<file path="src/hdl/nrc_cfg.svh">
// Constants of the NAND reset / identify host controller
`ifndef NRC_CFG_SVH
`define NRC_CFG_SVH
`define NRC_CLK_MHZ      40
`define NRC_T_RST_US     1000
`define NRC_RST_CYC      (`NRC_T_RST_US * `NRC_CLK_MHZ)
`define NRC_T_STRB_NS    30
`define NRC_STRB_CYC     ((`NRC_T_STRB_NS * `NRC_CLK_MHZ + 999) / 1000)
`define NRC_T_WB_NS      100
`define NRC_WB_CYC       ((`NRC_T_WB_NS * `NRC_CLK_MHZ + 999) / 1000)
`define NRC_SYNC_CYC     3
`define NRC_MAX_BYTES    3'h5
`define NRC_REG_CTRL     8'h00
`define NRC_REG_ADDR_LO  8'h04
`define NRC_REG_ADDR_HI  8'h08
`define NRC_REG_WDATA    8'h0c
`define NRC_REG_STATUS   8'h10
`define NRC_REG_RDATA_LO 8'h14
`define NRC_REG_RDATA_HI 8'h18
`define NRC_REG_CFG      8'h1c
`define NRC_CTRL_GO_BIT  31
`define NRC_OP_RESET     8'hff
`define NRC_OP_READ_ID   8'h90
`define NRC_OP_STATUS    8'h70
`define NRC_OP_STAT_ENH  8'h78
`define NRC_OP_READ      8'h00
`define NRC_OP_READ_GO   8'h30
`define NRC_OP_CACHE_SEQ 8'h31
`define NRC_OP_CACHE_RND 8'h32
`define NRC_OP_CACHE_END 8'h3f
`define NRC_OP_PROG      8'h80
`define NRC_OP_CACHE_PG  8'h15
`define NRC_OP_PROG_GO   8'h10
`define NRC_OP_MOVE_RD   8'h35
`define NRC_OP_MOVE_PG   8'h85
`define NRC_OP_SET_FEAT  8'hef
`define NRC_ID_ADDR_MAKER 8'h00
`define NRC_ID_ADDR_ONFI 8'h20
`define NRC_ID_LEN_MAKER 3'h5
`define NRC_ID_LEN_ONFI  3'h4
`define NRC_OTP_FEAT     8'h90
`define NRC_ARRAY_READY_BIT     5
`define NRC_PLANE_MASK   40'h0000400000
`endif

</file>
<file path="src/hdl/nrc_pkg.sv">
// Types of the NAND reset / identify host controller
package nrc_pkg;
    typedef enum logic [2:0] {
        ST_IDLE  = 3'h0,
        ST_CMD1  = 3'h1,
        ST_ADDR  = 3'h3,
        ST_WDAT  = 3'h2,
        ST_CMD2  = 3'h6,
        ST_WAITB = 3'h7,
        ST_RDAT  = 3'h5
    } nrc_state_t;

    typedef struct packed {
        logic       ce_n;
        logic       cle;
        logic       ale;
        logic       we_n;
        logic       re_n;
        logic       wp_n;
        logic       io_oe;
        logic [7:0] io_out;
    } nrc_pins_t;

    typedef struct packed {
        logic [7:0] cmd1;
        logic [7:0] cmd2;
        logic [2:0] naddr;
        logic [2:0] nbyte;
        logic       has2;
        logic       wr;
    } nrc_cmd_t;
endpackage

</file>
<file path="src/hdl/nrc_host.sv">
// Host sequencer driving a NAND target on its asynchronous pins
// Overview of operation
// RL1: Reset opcode makes the target drop any sequence in progress and go idle.
// RL2: Reset may abort a busy read, program or erase; touched data is invalid.
// RL3: After reset the target's latched command is cleared.
// RL4: After reset page and cache registers of the target are invalid.
// RL5: After reset the target status byte reads E0h with write-protect high, else 60h.
// RL6: After the reset opcode ready/busy goes low for the reset busy time.
// RL7: Reset busy lasts at most 1ms.
// RL8: Reset must be the very first command sent after power-on.
// RL9: Read identification only when no die is busy.
// RL10: After 90h the target stays in identification mode until a new command.
// RL11: 90h with address 00h returns five identification bytes.
// RL12: 90h with address 20h returns the four-byte signature.
// RL13: Cache read while array busy only after page read or cache read.
// RL14: Cache program while array busy only after a cache program.
// RL15: Internal move source and destination stay in one plane.
// RL16: One-time-programmable commands only after set-features with that feature address; the host only records this in otp_r and refuses no command for it.
// RL17: One-time-programmable read is 00h, five addresses, 30h, never while busy.
// RL18: Reset busy is visible on ready/busy and in the 70h status byte.
// RL19: The asynchronous interface is active from power-up.
// RL20: A command is opcode, address cycles, data cycles, optional confirm opcode.
// RL21: Identification addresses other than 00h or 20h give undefined data.
`timescale 1ns/1ps
`include "nrc_cfg.svh"
module nrc_host
    import nrc_pkg::*;
#(
    parameter int BUSY_TMO_CYC = `NRC_RST_CYC
) (
    input  wire logic        ref_clk,
    input  wire logic        rst,
    input  wire logic [7:0]  addr,
    input  wire logic [31:0] wr_data,
    input  wire logic        wr_en,
    input  wire logic        rd_en,
    output      logic [31:0] rd_data,
    output      nrc_pins_t   pins,
    input  wire logic [7:0]  io_in,
    input  wire logic        rb_n
);
    localparam logic [19:0] STRB   = 20'(`NRC_STRB_CYC);
    localparam logic [19:0] WR_LEN = 20'(2 * `NRC_STRB_CYC);
    localparam logic [19:0] RD_LOW = 20'(2 * `NRC_STRB_CYC + `NRC_SYNC_CYC);
    localparam logic [19:0] RD_LEN = 20'(3 * `NRC_STRB_CYC + `NRC_SYNC_CYC);
    localparam logic [19:0] WB_LEN = 20'(`NRC_WB_CYC);
    localparam logic [19:0] TMO    = 20'(BUSY_TMO_CYC);

    function automatic logic is_cache_rd(input nrc_cmd_t c);
        is_cache_rd = (c.cmd1 == `NRC_OP_CACHE_SEQ && !c.has2) || c.cmd1 == `NRC_OP_CACHE_END
                      || (c.cmd1 == `NRC_OP_READ && c.has2
                          && (c.cmd2 == `NRC_OP_CACHE_SEQ || c.cmd2 == `NRC_OP_CACHE_RND));
    endfunction

    function automatic logic is_cache_pg(input nrc_cmd_t c);
        is_cache_pg = c.cmd1 == `NRC_OP_PROG && c.has2 && c.cmd2 == `NRC_OP_CACHE_PG;
    endfunction

    function automatic nrc_state_t st_after(input nrc_cmd_t c, input logic [1:0] lvl);
        st_after = ST_WAITB;
        if (c.has2)
            st_after = ST_CMD2;
        if (lvl < 2'h2 && c.wr && c.nbyte != 3'h0)
            st_after = ST_WDAT;
        if (lvl < 2'h1 && c.naddr != 3'h0)
            st_after = ST_ADDR;
    endfunction

    function automatic logic [2:0] clamp(input logic [2:0] n);
        clamp = (n > `NRC_MAX_BYTES) ? `NRC_MAX_BYTES : n;
    endfunction

    nrc_state_t  st_r;
    nrc_cmd_t    cmd_r;
    nrc_cmd_t    go_cmd;
    nrc_pins_t   pins_nxt;
    logic [19:0] cnt_r;
    logic [2:0]  idx_r;
    logic [39:0] addr_r;
    logic [39:0] move_addr_r;
    logic [31:0] wdata_r;
    logic [39:0] rdata_r;
    logic [31:0] rd_data_r;
    logic [2:0]  rb_s_r;
    logic [7:0]  io_s1_r;
    logic [7:0]  io_s2_r;
    logic [7:0]  io_s3_r;
    logic        rb_ready_r;
    logic        wp_hi_r;
    logic        rst_done_r;
    logic        refused_r;
    logic        tmo_r;
    logic        otp_r;
    logic        arr_busy_r;
    logic        prev_rd_r;
    logic        prev_cp_r;
    logic        move_ok_r;
    logic        go;
    logic        refuse_now;
    logic        go_ok;
    logic        byte_end;
    logic        stall;
    logic        wb_ok;
    logic        fin;
    logic        tmo_hit;

    // Pins from the far side settle over three stages; a change counts once two agree
    always_ff @(posedge ref_clk or posedge rst)
    begin
        if (rst)
        begin
            rb_s_r     <= 3'h0;
            rb_ready_r <= 1'b0;
            io_s1_r    <= 8'h00;
            io_s2_r    <= 8'h00;
            io_s3_r    <= 8'h00;
        end
        else
        begin
            rb_s_r  <= {rb_s_r[1:0], rb_n};
            io_s1_r <= io_in;
            io_s2_r <= io_s1_r;
            io_s3_r <= io_s2_r;
            if (rb_s_r[2] == rb_s_r[1])
                rb_ready_r <= rb_s_r[2]; // RL6 RL18
        end
    end

    assign go = wr_en && addr == `NRC_REG_CTRL && wr_data[`NRC_CTRL_GO_BIT];

    always_comb
    begin
        go_cmd = nrc_cmd_t'(wr_data[23:0]);
        go_cmd.naddr = clamp(go_cmd.naddr);
        go_cmd.nbyte = clamp(go_cmd.nbyte);
        if (go_cmd.cmd1 == `NRC_OP_READ_ID)
        begin
            go_cmd.naddr = 3'h1; // RL10
            go_cmd.wr    = 1'b0;
            go_cmd.has2  = 1'b0;
            if (addr_r[7:0] == `NRC_ID_ADDR_MAKER)
                go_cmd.nbyte = `NRC_ID_LEN_MAKER; // RL11
            else if (addr_r[7:0] == `NRC_ID_ADDR_ONFI)
                go_cmd.nbyte = `NRC_ID_LEN_ONFI; // RL12
        end
    end

    always_comb
    begin
        refuse_now = 1'b0;
        if (!rst_done_r && go_cmd.cmd1 != `NRC_OP_RESET)
            refuse_now = 1'b1; // RL8
        if (!rb_ready_r && go_cmd.cmd1 != `NRC_OP_RESET && go_cmd.cmd1 != `NRC_OP_STATUS
            && go_cmd.cmd1 != `NRC_OP_STAT_ENH)
            refuse_now = 1'b1; // RL9 RL17
        if (arr_busy_r && is_cache_rd(go_cmd) && !prev_rd_r)
            refuse_now = 1'b1; // RL13
        if (arr_busy_r && is_cache_pg(go_cmd) && !prev_cp_r)
            refuse_now = 1'b1; // RL14
        if (go_cmd.cmd1 == `NRC_OP_MOVE_PG && go_cmd.has2 && move_ok_r
            && ((addr_r ^ move_addr_r) & `NRC_PLANE_MASK) != 40'h0)
            refuse_now = 1'b1; // RL15
    end

    assign go_ok    = go && st_r == ST_IDLE && !refuse_now;
    assign byte_end = (st_r == ST_RDAT) ? cnt_r == RD_LEN - 20'h1 : cnt_r == WR_LEN - 20'h1;
    assign stall    = st_r == ST_RDAT && cnt_r == RD_LOW - 20'h1 && io_s2_r != io_s3_r;
    assign wb_ok    = cnt_r >= WB_LEN - 20'h1 && rb_ready_r;
    assign tmo_hit  = st_r == ST_WAITB && !wb_ok && cnt_r >= TMO;
    assign fin      = (st_r == ST_WAITB && wb_ok && (cmd_r.wr || cmd_r.nbyte == 3'h0))
                      || (st_r == ST_RDAT && byte_end && idx_r == cmd_r.nbyte - 3'h1);

    // Opcode, address, data, confirm, then wait out busy and read back
    always_ff @(posedge ref_clk or posedge rst)
    begin
        if (rst)
        begin
            st_r  <= ST_IDLE;
            cnt_r <= 20'h0;
            idx_r <= 3'h0;
        end
        else
        begin
            unique case (st_r)
                ST_IDLE:
                begin
                    cnt_r <= 20'h0;
                    idx_r <= 3'h0;
                    if (go_ok)
                        st_r <= ST_CMD1; // RL20
                end
                ST_CMD1, ST_CMD2:
                begin
                    cnt_r <= byte_end ? 20'h0 : cnt_r + 20'h1;
                    if (byte_end)
                        st_r <= (st_r == ST_CMD1) ? st_after(cmd_r, 2'h0) : ST_WAITB; // RL20
                end
                ST_ADDR, ST_WDAT, ST_RDAT:
                begin
                    if (!stall)
                        cnt_r <= byte_end ? 20'h0 : cnt_r + 20'h1;
                    if (byte_end)
                    begin
                        idx_r <= idx_r + 3'h1;
                        if (st_r == ST_ADDR && idx_r == cmd_r.naddr - 3'h1)
                        begin
                            idx_r <= 3'h0;
                            st_r  <= st_after(cmd_r, 2'h1);
                        end
                        if (st_r == ST_WDAT && idx_r == cmd_r.nbyte - 3'h1)
                        begin
                            idx_r <= 3'h0;
                            st_r  <= st_after(cmd_r, 2'h2);
                        end
                        if (fin)
                            st_r <= ST_IDLE;
                    end
                end
                ST_WAITB:
                begin
                    cnt_r <= cnt_r + 20'h1;
                    if (wb_ok)
                    begin
                        cnt_r <= 20'h0;
                        st_r  <= fin ? ST_IDLE : ST_RDAT; // RL6 RL7
                    end
                    else if (tmo_hit)
                        st_r <= ST_IDLE; // RL7
                end
                default:
                    st_r <= ST_IDLE;
            endcase
        end
    end

    // Strobe low for the first part of each byte, data held across the whole byte
    always_comb
    begin
        pins_nxt        = '0;
        pins_nxt.ce_n   = st_r == ST_IDLE;
        pins_nxt.we_n   = 1'b1;
        pins_nxt.re_n   = 1'b1;
        pins_nxt.wp_n   = wp_hi_r; // RL5
        unique case (st_r)
            ST_CMD1, ST_CMD2:
            begin
                pins_nxt.cle    = 1'b1;
                pins_nxt.io_oe  = 1'b1;
                pins_nxt.io_out = (st_r == ST_CMD1) ? cmd_r.cmd1 : cmd_r.cmd2;
                pins_nxt.we_n   = cnt_r >= STRB;
            end
            ST_ADDR:
            begin
                pins_nxt.ale    = 1'b1;
                pins_nxt.io_oe  = 1'b1;
                pins_nxt.io_out = addr_r[{idx_r, 3'h0} +: 8];
                pins_nxt.we_n   = cnt_r >= STRB;
            end
            ST_WDAT:
            begin
                pins_nxt.io_oe  = 1'b1;
                pins_nxt.io_out = idx_r[2] ? 8'h00 : wdata_r[{idx_r[1:0], 3'h0} +: 8];
                pins_nxt.we_n   = cnt_r >= STRB;
            end
            ST_RDAT:
                pins_nxt.re_n = cnt_r >= RD_LOW;
            default:
                pins_nxt.io_out = 8'h00;
        endcase
    end

    always_ff @(posedge ref_clk or posedge rst)
    begin
        if (rst)
            pins <= '{ce_n: 1'b1, cle: 1'b0, ale: 1'b0, we_n: 1'b1, re_n: 1'b1, wp_n: 1'b0,
                      io_oe: 1'b0, io_out: 8'h00}; // RL19
        else
            pins <= pins_nxt;
    end

    // Software-written operands
    always_ff @(posedge ref_clk or posedge rst)
    begin
        if (rst)
        begin
            cmd_r   <= '0;
            addr_r  <= 40'h0;
            wdata_r <= 32'h0;
            wp_hi_r <= 1'b0;
        end
        else
        begin
            if (go_ok)
                cmd_r <= go_cmd;
            if (wr_en && addr == `NRC_REG_ADDR_LO)
                addr_r[31:0] <= wr_data;
            if (wr_en && addr == `NRC_REG_ADDR_HI)
                addr_r[39:32] <= wr_data[7:0];
            if (wr_en && addr == `NRC_REG_WDATA)
                wdata_r <= wr_data;
            if (wr_en && addr == `NRC_REG_CFG)
                wp_hi_r <= wr_data[0];
        end
    end

    // Read bytes land at the point where the slow strobe has long settled
    always_ff @(posedge ref_clk or posedge rst)
    begin
        if (rst)
            rdata_r <= 40'h0;
        else if (go_ok)
            rdata_r <= 40'h0;
        else if (st_r == ST_RDAT && cnt_r == RD_LOW - 20'h1 && !stall)
            rdata_r[{idx_r, 3'h0} +: 8] <= io_s3_r; // RL11 RL12 RL21
    end

    // Outcome flags; a refused order never disturbs the sequence in flight
    always_ff @(posedge ref_clk or posedge rst)
    begin
        if (rst)
        begin
            refused_r <= 1'b0;
            tmo_r     <= 1'b0;
        end
        else
        begin
            if (go_ok)
            begin
                refused_r <= 1'b0;
                tmo_r     <= 1'b0;
            end
            if (go && !go_ok)
                refused_r <= 1'b1;
            if (tmo_hit)
                tmo_r <= 1'b1;
        end
    end

    // Command history that, except otp_r, gates later orders
    always_ff @(posedge ref_clk or posedge rst)
    begin
        if (rst)
        begin
            rst_done_r  <= 1'b0;
            otp_r       <= 1'b0;
            arr_busy_r  <= 1'b0;
            prev_rd_r   <= 1'b0;
            prev_cp_r   <= 1'b0;
            move_ok_r   <= 1'b0;
            move_addr_r <= 40'h0;
        end
        else if (fin && cmd_r.cmd1 == `NRC_OP_RESET)
        begin
            rst_done_r <= 1'b1; // RL1 RL2 RL3 RL4
            otp_r      <= 1'b0;
            arr_busy_r <= 1'b0;
            prev_rd_r  <= 1'b0;
            prev_cp_r  <= 1'b0;
            move_ok_r  <= 1'b0;
        end
        else if (fin && cmd_r.cmd1 == `NRC_OP_STATUS)
        begin
            if (cmd_r.nbyte != 3'h0 && rdata_r[`NRC_ARRAY_READY_BIT])
                arr_busy_r <= 1'b0; // RL13 RL14
        end
        else if (fin && cmd_r.cmd1 != `NRC_OP_STAT_ENH)
        begin
            prev_rd_r  <= is_cache_rd(cmd_r)
                          || (cmd_r.cmd1 == `NRC_OP_READ && cmd_r.has2 && cmd_r.cmd2 == `NRC_OP_READ_GO);
            prev_cp_r  <= is_cache_pg(cmd_r);
            arr_busy_r <= is_cache_rd(cmd_r) || is_cache_pg(cmd_r);
            if (cmd_r.cmd1 == `NRC_OP_READ && cmd_r.has2 && cmd_r.cmd2 == `NRC_OP_MOVE_RD)
            begin
                move_ok_r   <= 1'b1; // RL15
                move_addr_r <= addr_r;
            end
            if (cmd_r.cmd1 == `NRC_OP_SET_FEAT && addr_r[7:0] == `NRC_OTP_FEAT)
                otp_r <= wdata_r[7:0] != 8'h00; // RL16
        end
    end

    // Read data appears in the cycle after the read strobe only
    always_ff @(posedge ref_clk or posedge rst)
    begin
        if (rst)
            rd_data_r <= 32'h0;
        else if (!rd_en)
            rd_data_r <= 32'h0;
        else
        begin
            unique case (addr)
                `NRC_REG_CTRL:     rd_data_r <= {8'h00, cmd_r};
                `NRC_REG_ADDR_LO:  rd_data_r <= addr_r[31:0];
                `NRC_REG_ADDR_HI:  rd_data_r <= {24'h0, addr_r[39:32]};
                `NRC_REG_WDATA:    rd_data_r <= wdata_r;
                `NRC_REG_STATUS:   rd_data_r <= {22'h0, move_ok_r, prev_cp_r, prev_rd_r, arr_busy_r, otp_r,
                                                 tmo_r, refused_r, rst_done_r, rb_ready_r, st_r != ST_IDLE};
                `NRC_REG_RDATA_LO: rd_data_r <= rdata_r[31:0];
                `NRC_REG_RDATA_HI: rd_data_r <= {24'h0, rdata_r[39:32]};
                `NRC_REG_CFG:      rd_data_r <= {31'h0, wp_hi_r};
                default:           rd_data_r <= 32'h0;
            endcase
        end
    end

    assign rd_data = rd_data_r;
endmodule // nrc_host

</file>
<file path="config.mk">
export PLATFORM = sky130hd
export DESIGN_NAME = nrc_host
export DESIGN_NICKNAME = d
export VERILOG_FILES = /design/src/hdl/nrc_pkg.sv /design/src/hdl/nrc_host.sv
export VERILOG_INCLUDE_DIRS = /design/src /design/src/hdl
export SDC_FILE = /design/constraint.sdc
export NUM_CORES = 1
export LEC_CHECK = 0
export BUFFER_PORTS_ARGS = -buffer_cell sky130_fd_sc_hd__buf_2
export CAP_MARGIN = 20
export CORE_MARGIN = 4
export CORE_UTILIZATION = 50
export DETAILED_ROUTE_END_ITERATION = 6
export GPL_TIMING_DRIVEN = 0
export PLACE_DENSITY = 0.68
export SETUP_SLACK_MARGIN = 0.4
export SYNTH_ARGS = -nofsm -noshare
export SYNTH_HDL_FRONTEND = slang
export SYNTH_SLANG_ARGS = --single-unit
</file>
<file path="constraint.sdc">
create_clock -name ref_clk -period 8 [get_ports ref_clk]
set_input_delay 0 -clock ref_clk [delete_from_list [all_inputs] [get_ports ref_clk]]
set_output_delay 0 -clock ref_clk [all_outputs]
set_load 0.02 [all_outputs]
</file>
==> results.tsv, run 1 <==
metric	value	unit
cts_made_buffers	27	
core_area	23400	um^2
hpwl	28000	um
instances_no_fill	1590	
avgSynthCellArea	11.0	um^2
yosysTopAreaCellShare	51.5	%
synthToLayoutAreaGrowth	19.9	%
synth_edf_count	0	
p_per_area	240	nW/um^2
place_ws	4420	ps
setup_violations	0	
grt_use_met1	39.6	%
fin_nets	1317	
min_path_type	input port to asynchronous set/reset pin	
layout_commonest_cell	dfrtp_1	
cts.repair.resized	0	
drv_cap	0	
synth_nets	1140	
start_kind	flip-flop	
status	finished clean	
irDropWorstVdd	0.190	mV
cp.arrival	4030	ps
ys_seq_area_share	52.2	%
critPathKind	flip-flop to flip-flop	
post_cts_buffers	0	
ys_warn_count	0	
die_y	162	um
fin_crit	3600	ps
drcViolationCount	0	
start_util	50.6	%
drv_slew	0	
ant_nets	0	
final_cell_mix	dfrtp_1, buf_2, mux2_2, nand2_1, nor2_1	
drt-total-wl	38500	um
grt.overflow.total	0	
layout_setup_ws	4400	ps
worstPathMaxFanout	10	
utilization	60.7	%
end_kind	flip-flop	
chipWidth	162	um
dieArea	26200	um^2
seqCellArea	6180	um^2
clkSinkCount	247	
cts_root_buf	clkbuf_16	
yosysTopAreaCell	dfrtp_1	
r2r_cells	9	
dp_cells	1492	
grt_pass1_vias	9488	
grt_pass1_wl	57700	um
async_flop_share	100	%
grt.total_usage	28.8	%
min_period_over_period	45.1	%
vias	9861	
cts_tree	yes	
grt_busiest_layer	met2	
syn_area	11800	um^2
drt_iter0_drc	1187	
required	8430	ps
grt_use_met2	47.0	%
cts_max_level	1	
viasPerCell	6.20	
synthTopCellsByArea	dfrtp_1, mux2_2, a22oi_1	
power_leakage	6.33	nW
drt_first_pass_iters	5	
clock_insertion_delay_worst_skew	550	ps
io_buffers	97	
fp-row-count	56	
hold_buffers	48	
tightest_slew	1140	ps
drive_gt1_share	23.1	%
use_met3	5.35	%
clk_pin_slew_worst_paths	60	ps
ys_types	70	
hold_viol	0	
diodes	0	
synth-seq-cells	247	
power	0.00341	W
io_pins	100	
fill_cells	1985	
multi_input_area	5320	um^2
synth_flop_cell	dfrtp_1	
wire_per_inst	24.2	um
fin_tns_setup	0	ps
synthCells	1074	
place_congestion	0.985	
rsz0062_at_grt	false	
grt_max_degree	102	
max_freq	277	MHz
relSlewSlack	23.6	%
clk_path_buf_depth	3	
finClkSkew	16.5	ps
antenna_found_initial	0	
## cell families after synthesis
| kind of cell | count (synthesis) | synth area share [%] |
|---|---|---|
| XOR/XNOR | 18 | 1.46 |
| flip-flops | 247 | 52.2 |
| AND/OR/NAND/NOR | 336 | 14.6 |
| buffers and inverters | 87 | 2.98 |
| multiplexers | 131 | 13.4 |
| adder cells (fa/ha/maj) | 14 | 1.46 |
| AO/OA/AOI/OAI | 241 | 13.9 |
## critical path: stages (launching register included)
cell and delay (ps):
dfrtp_1 540, buf_2 410, clkbuf_1 560, inv_1 190
ha_1 260, ha_1 310, nor4b_1 310, nand4_1 510
mux2i_1 330, nor2_1 60
## registers in the layout, indices dropped and copies added, names as in the netlist, 3 cells and up
register,count
addr_r,40
cmd_r,24
cnt_r,20
idx_r,3
io_s1_r,8
io_s2_r,8
io_s3_r,8
pins,15
rb_s_r,3
rd_data,32
rdata_r,40
st_r,3
wdata_r,32
## final cells by class
type | count | share of cell area (%)
plain buffers | 59 | 1.74
well taps | 319 | 2.81
clock buffers | 37 | 5.37
inverters | 28 | 0.792
flip-flops and latches | 247 | 43.5
repair buffers | 148 | 7.24
clock inverters | 12 | 1.09
multi-input cells | 740 | 37.4
## cell usage after synthesis (6+ instances only)
master	number
nand3_1	40
a31oi_1	14
mux4_2	13
o22ai_1	6
ha_1	13
nand4_1	15
dfrtp_1	244
and3_1	6
inv_1	27
xor2_1	12
nor3_1	26
a21oi_1	67
o21ai_0	32
o31ai_1	6
buf_2	15
nand2_1	81
buf_1	7
mux2_2	91
nor2_1	70
clkbuf_1	36
a222oi_1	13
or3_1	11
nand2b_1	23
a22oi_1	55
nor4_1	15
mux2i_1	27
or2_2	11
## per-stage QoR
step | cell area (um^2) | hold WS (ps)
2_1_floorplan | 11800 | 31.4
3_3_place_gp | 12700 | 108
3_5_place_dp | 12800 | 34.4
4_1_cts | 14200 | 5.43
5_1_grt | 14200 | 45.0
6_report | 14200 | 14.4
## path summary, 6_finish.rpt
check | start | endpoint | slack (ps)
worst min-delay path | rst | wp_hi_r | 10
worst min register to register | io_s1_r[7] | io_s2_r[7] | 350
worst max register to register | idx_r[0] | rdata_r[7] | 4400
max in group asynchronous | rst | cmd_r[21] | 6720
min in group ref_clk | addr[3] | wp_hi_r | 30
worst max-delay path | idx_r[0] | rdata_r[7] | 4400
## report_power, final
| group | leakage [nW] | total (W) | internal (W) | switching (W) |
|---|---|---|---|---|
| sequential | 3.09 | 0.00139 | 0.00132 | 0.0000688 |
| clock | 0.451 | 0.00128 | 0.000766 | 0.000515 |
| combinational | 2.78 | 0.000742 | 0.000262 | 0.000480 |
| total | 6.33 | 0.00341 | 0.00235 | 0.00106 |
## layer usage
metal / vias to the layer above / part of all wire (%)
li1: 4360 / -
met1: 4962 / 41
met2: 446 / 47
met3: 93 / 8.1
met4: 0 / 3.6
met5: - / 0
Note: power is estimated with default switching activity, not from simulation.
==> inputs of run 2 (changes only) <==
clock period = 3.7 ns   (was 8 ns; I/O delays follow)
==> run 2 against run 1 <==
Compared with the run above: global-route usage grew 0.69 points; via count up 0.46%; clock skew is 1.5 ps lower; worst hold slack worse by 5.9 ps; setup slack lost 3800 ps.
==> results.tsv, run 2 (synthesis results as in run 1) <==
metric	value	unit	change
critPathTopFamily	simple AND/OR/NAND/NOR gates		
cts_made_buffers	28		+3.7%
final_area	14300	um^2	+0.80%
grt_pass1_wl	59400	um	+2.8%
vias	9906		+0.46%
drt-total-wl	38800	um	+0.88%
die_y	162	um	unchanged
holdPathEnd	refused_r		
layout_setup_ws	640	ps	-3760 ps
min_period_over_period	82.7	%	+38 points
cp.buffers_inverters	2		-1
final_cell_mix	dfrtp_1, buf_2, mux2_2, nand2_1, nor2_1		
finClkSkew	14.9	ps	-1.52 ps
clkSinkCount	247		unchanged
cts_root_buf	clkbuf_16		
utilization	61.2	%	+0.49 points
rsz0062_at_grt	false		
r2r_start	cnt_r[6]		
path_cells	nor4_2, nand4_1, buf_4, buf_4, nor4b_4, nor2_1, or3_1, mux2_2		
power_leakage	6.38	nW	+0.88%
core_area	23400	um^2	unchanged
io_buffers	97		unchanged
fin_nets	1325		+0.61%
end_kind	flip-flop		
p_per_area	517	nW/um^2	+120%
start_kind	flip-flop		
reg2reg_slack	640	ps	-3760 ps
cp_common_cell	buf_4		
antenna_found_initial	0		unchanged
clock_insertion_delay_worst_skew	550	ps	about the same
fill_cells	1964		-1.1%
required	4120	ps	-4310 ps
drv_cap	0		unchanged
irDropWorstVdd	0.365	mV	+92%
start_util	50.6	%	unchanged
max_freq	327	MHz	+18%
drive_gt1_share	23.8	%	+0.78 points
drv_slew	0		unchanged
viasPerCell	6.20		-0.11%
placed_area	12900	um^2	+0.48%
hpwl	28300	um	+1.1%
diodes	0		unchanged
drt_iter0_drc	1208		+1.8%
cts_max_level	1		unchanged
cp_num_cells	8		-1
cts_tree	yes		
place_ws	158	ps	-4270 ps
grt.total_usage	29.5	%	+0.69 points
min_from	addr[1]		
reg_top3	addr_r (40), rdata_r (40)		
slowest_delay	500	ps	-60 ps
wire_per_inst	24.3	um	+0.31%
chipWidth	162	um	unchanged
status	finished clean		
grt.overflow.total	0		unchanged
clk_path_buf_depth	3		unchanged
r2r_end	move_addr_r[22]		
grt_pass1_vias	9968		+5.1%
io_pins	100		unchanged
min_path_type	input port to flip-flop		
cp.arrival	3480	ps	-550 ps
drt_first_pass_iters	7		+2
setup_violations	0		unchanged
dieArea	26200	um^2	unchanged
r2r_cells	8		-1
fin_crit	3060	ps	-545 ps
hold_viol	0		unchanged
hold_depth	4		
place_congestion	0.990		+0.47%
fp-row-count	56		unchanged
drcViolationCount	0		unchanged
power	0.00741	W	+120%
synthToLayoutAreaGrowth	20.9	%	
critPathKind	flip-flop to flip-flop		
grt_max_degree	46		-55%
worstPathMaxFanout	6		-4
slowest_stage	nor4_2		
layout_commonest_cell	dfrtp_1		
relSlewSlack	26.2	%	+2.6 points
tightest_slew	1100	ps	-38.6 ps
clk_pin_slew_worst_paths	60	ps	about the same
ant_nets	0		unchanged
## run 2: power breakdown
part	switching, W	internal, W
combinational	0.00105	0.000580
sequential	0.000150	0.00285
clock	0.00113	0.00165
total	0.00233	0.00508
## run 2: area by class of cell
type                    count  area, um^2  area share, %
flip-flops and latches    247        6180           43.2
multi-input cells         740        5330           37.2
repair buffers            155        1120           7.79
clock buffers              40         806           5.62
well taps                 319         399           2.79
plain buffers              59         255           1.78
clock inverters            11         124          0.865
inverters                  28         109          0.760
## run 2: through the flow
stage | instances | setup TNS [ps] | hold WS [ps]
after floorplan | 1074 | 0 | 31.4
after global placement | 1490 | -227880 | 107
after detailed placement | 1496 | 0 | -49.6
after CTS | 1595 | 0 | 1.10
after global routing | 1599 | 0 | 39.3
final | 1599 | 0 | 8.50
## run 2: worst max-delay path by stage
stage / start / endpoint / slack, ps
4_1_cts: idx_r[0] / rdata_r[5] / 430
5_1_grt: cnt_r[6] / rdata_r[25] / 400
3_3_place_gp: rst / io_s1_r[4] / -950
2_1_floorplan: rst / addr_r[0] / 460
6_report: cnt_r[6] / move_addr_r[22] / 640
3_5_place_dp: idx_r[0] / rdata_r[5] / 160
## run 2: worst reg2reg max path, stage by stage, from the launching register on
cell,delay [ps]
dfrtp_1,430
nor4_2,510
nand4_1,290
buf_4,230
buf_4,140
nor4b_4,460
nor2_1,140
or3_1,450
mux2_2,290
## run 2: what timing repair did
item / in CTS / in global routing
endpoints found under the setup margin: 34 / 51
setup buffers: 0 / 3
pin swaps: 0 / 1
resized for setup: 1 / 8
hold buffers: 48 / 0
endpoints found under the hold margin: 270 / 0
## run 2: metal layers
| layer | track usage [%] | vias to the layer above | wire length, um |
|---|---|---|---|
| met5 | 0 | - | 0 |
| met2 | 46.4 | 490 | 17800 |
| met4 | 11.8 | 0 | 1790 |
| met1 | 40.3 | 4960 | 15700 |
| met3 | 6.47 | 96 | 3510 |
| li1 | - | 4360 | - |
==> inputs of run 3 (changes only) <==
clock period = 2.85 ns   (was 3.7 ns; I/O delays follow)
==> run 3 against run 2 <==
Compared with the run above: clock skew down 4.8 ps; sequential share of layout area down 2.3 points; clock-buffer cell count shrank 4; non-clock buffer count increased by 27; utilization grew 3.6 points; combinational power is 50% higher; clock power increased by 46%; critical path depth shrank 1; critical path type is now input port to flip-flop; critical endpoint is now wdata_r[2]; largest power group is now clock.
==> results.tsv, run 3 (synthesis results as in run 1) <==
metric	value	unit	change
worstPathMaxFanout	10		+4
fin_tns_setup	0	ps	unchanged
finClkSkew	10.2	ps	-4.77 ps
drive_gt1_share	31.3	%	+7.5 points
p_per_area	685	nW/um^2	+32%
multi_input_area	5680	um^2	+6.6%
grt.total_usage	29.4	%	-0.12 points
clk_path_buf_depth	3		unchanged
irDropWorstVdd	0.523	mV	+43%
drt_first_pass_iters	7		unchanged
diodes	0		unchanged
drv_cap	0		unchanged
tightest_slew	1190	ps	+89.1 ps
critPathTopFamily	simple AND/OR/NAND/NOR gates		
synthToLayoutAreaGrowth	28.0	%	
drt-total-wl	39400	um	+1.5%
ant_nets	0		unchanged
grt_pass1_vias	9912		-0.56%
drt_iter0_drc	1184		-2.0%
path_cells	dlygate4sd3_1, buf_2, nand2_1, nor3_1, nand2_1, buf_1, mux2_2		
core_area	23400	um^2	unchanged
die_y	162	um	unchanged
rsz0062_at_grt	true		
max_freq	393	MHz	
utilization	64.8	%	+3.6 points
status	finished clean		
cp_common_cell	nand2_1		
drcViolationCount	0		unchanged
cts_max_level	1		unchanged
grt_pass1_wl	59000	um	-0.65%
cp.arrival	2980	ps	-500 ps
slowest_stage	nor3_1		
critPathKind	input port to flip-flop		
power_leakage	6.69	nW	+4.9%
placed_area	12900	um^2	+0.28%
io_pins	100		unchanged
final_cell_mix	dfrtp_1, buf_2, mux2_2, nand2_1, nor2_1		
min_path_type	input port to asynchronous set/reset pin		
dieArea	26200	um^2	unchanged
setup_violations	0		unchanged
start_kind	input port		
min_period_over_period	89.3	%	
start_util	50.6	%	unchanged
seqCellArea	6200	um^2	+0.18%
drv_slew	0		unchanged
clock_insertion_delay_worst_skew	550	ps	about the same
chipWidth	162	um	unchanged
cts_made_buffers	28		unchanged
fill_cells	1886		-4.0%
hold_viol	0		unchanged
grt_max_degree	42		-8.7%
hpwl	28300	um	about the same
required	3280	ps	-840 ps
reg2reg_slack	390	ps	-250 ps
power	0.0104	W	+40%
grt.overflow.total	0		unchanged
relSlewSlack	20.2	%	-6.0 points
vias	10107		+2.0%
slowest_delay	970	ps	+470 ps
wire_per_inst	24.2	um	-0.21%
io_buffers	97		unchanged
end_kind	flip-flop		
cp.buffers_inverters	3		+1
fin_nets	1352		+2.0%
place_congestion	1.01		+2.1%
cts_root_buf	clkbuf_16		
cts_tree	yes		
layout_commonest_cell	dfrtp_1		
clkSinkCount	247		unchanged
viasPerCell	6.21		+0.27%
fin_crit	2540	ps	
final_area	15200	um^2	+5.9%
clk_pin_slew_worst_paths	60	ps	about the same
reg_top3	addr_r (40), rdata_r (40)		
fp-row-count	56		unchanged
antenna_found_initial	0		unchanged
[run 3: what timing repair did]
| item | 4_1_cts | 5_1_grt |
|---|---|---|
| hold buffers | 47 | 0 |
| gates cloned | 0 | 1 |
| hold endpoints to repair | 192 | 0 |
| resized for setup | 54 | 87 |
| buffers inserted | 16 | 13 |
| endpoints found under the setup margin | 109 | 98 |
| pin swaps | 16 | 29 |
[run 3: metal layers]
metal  vias up  GRT usage, %  share of wire [%]
met4         0          12.0                4.7
met2       529          45.9                 47
met1      5028          40.1                 40
met5         -             0                  0
met3       132          6.55                9.2
li1       4418             -                  -
[run 3: through the flow]
step / hold WS, ps / cells / setup WS [ps]
floorplan: 31.4 / 1074 / -393
global placement: 108 / 1490 / -1810
detailed placement: 24.2 / 1497 / -319
CTS: 6.51 / 1612 / 400
global route: 42.2 / 1627 / 278
finish: 11.6 / 1627 / 305
[run 3: tightest hold or removal path, stage by stage]
cell and delay (ps):
dlygate4sd3_1 530, buf_2 130, clkinvlp_4 300
[run 3: power by group]
| group | internal, W | switching [W] | leakage, nW |
|---|---|---|---|
| sequential | 0.00371 | 0.000181 | 3.08 |
| combinational | 0.000940 | 0.00150 | 3.10 |
| clock | 0.00258 | 0.00150 | 0.511 |
[run 3: layout make-up]
class                      count  area share, %
timing repair buffer         182           8.83
clock inverter                16           1.86
inverter                      28          0.718
sequential                   247           40.8
multi-input combinational    740           37.5
clock buffer                  36           5.15
buffer                        59           2.52
tap                          319           2.63
[run 3: path summary, 6_finish.rpt]
check | from | endpoint | cells past startpoint
min in group ref_clk | addr[6] | rd_data[2] | 4
hold / removal | rst | pins[7] | 3
setup reg to reg | cmd_r[3] | st_r[0] | 8
hold reg to reg | io_s1_r[0] | io_s2_r[0] | 0
setup / recovery | addr[2] | wdata_r[2] | 7
max in group asynchronous | rst | io_s3_r[2] | 6
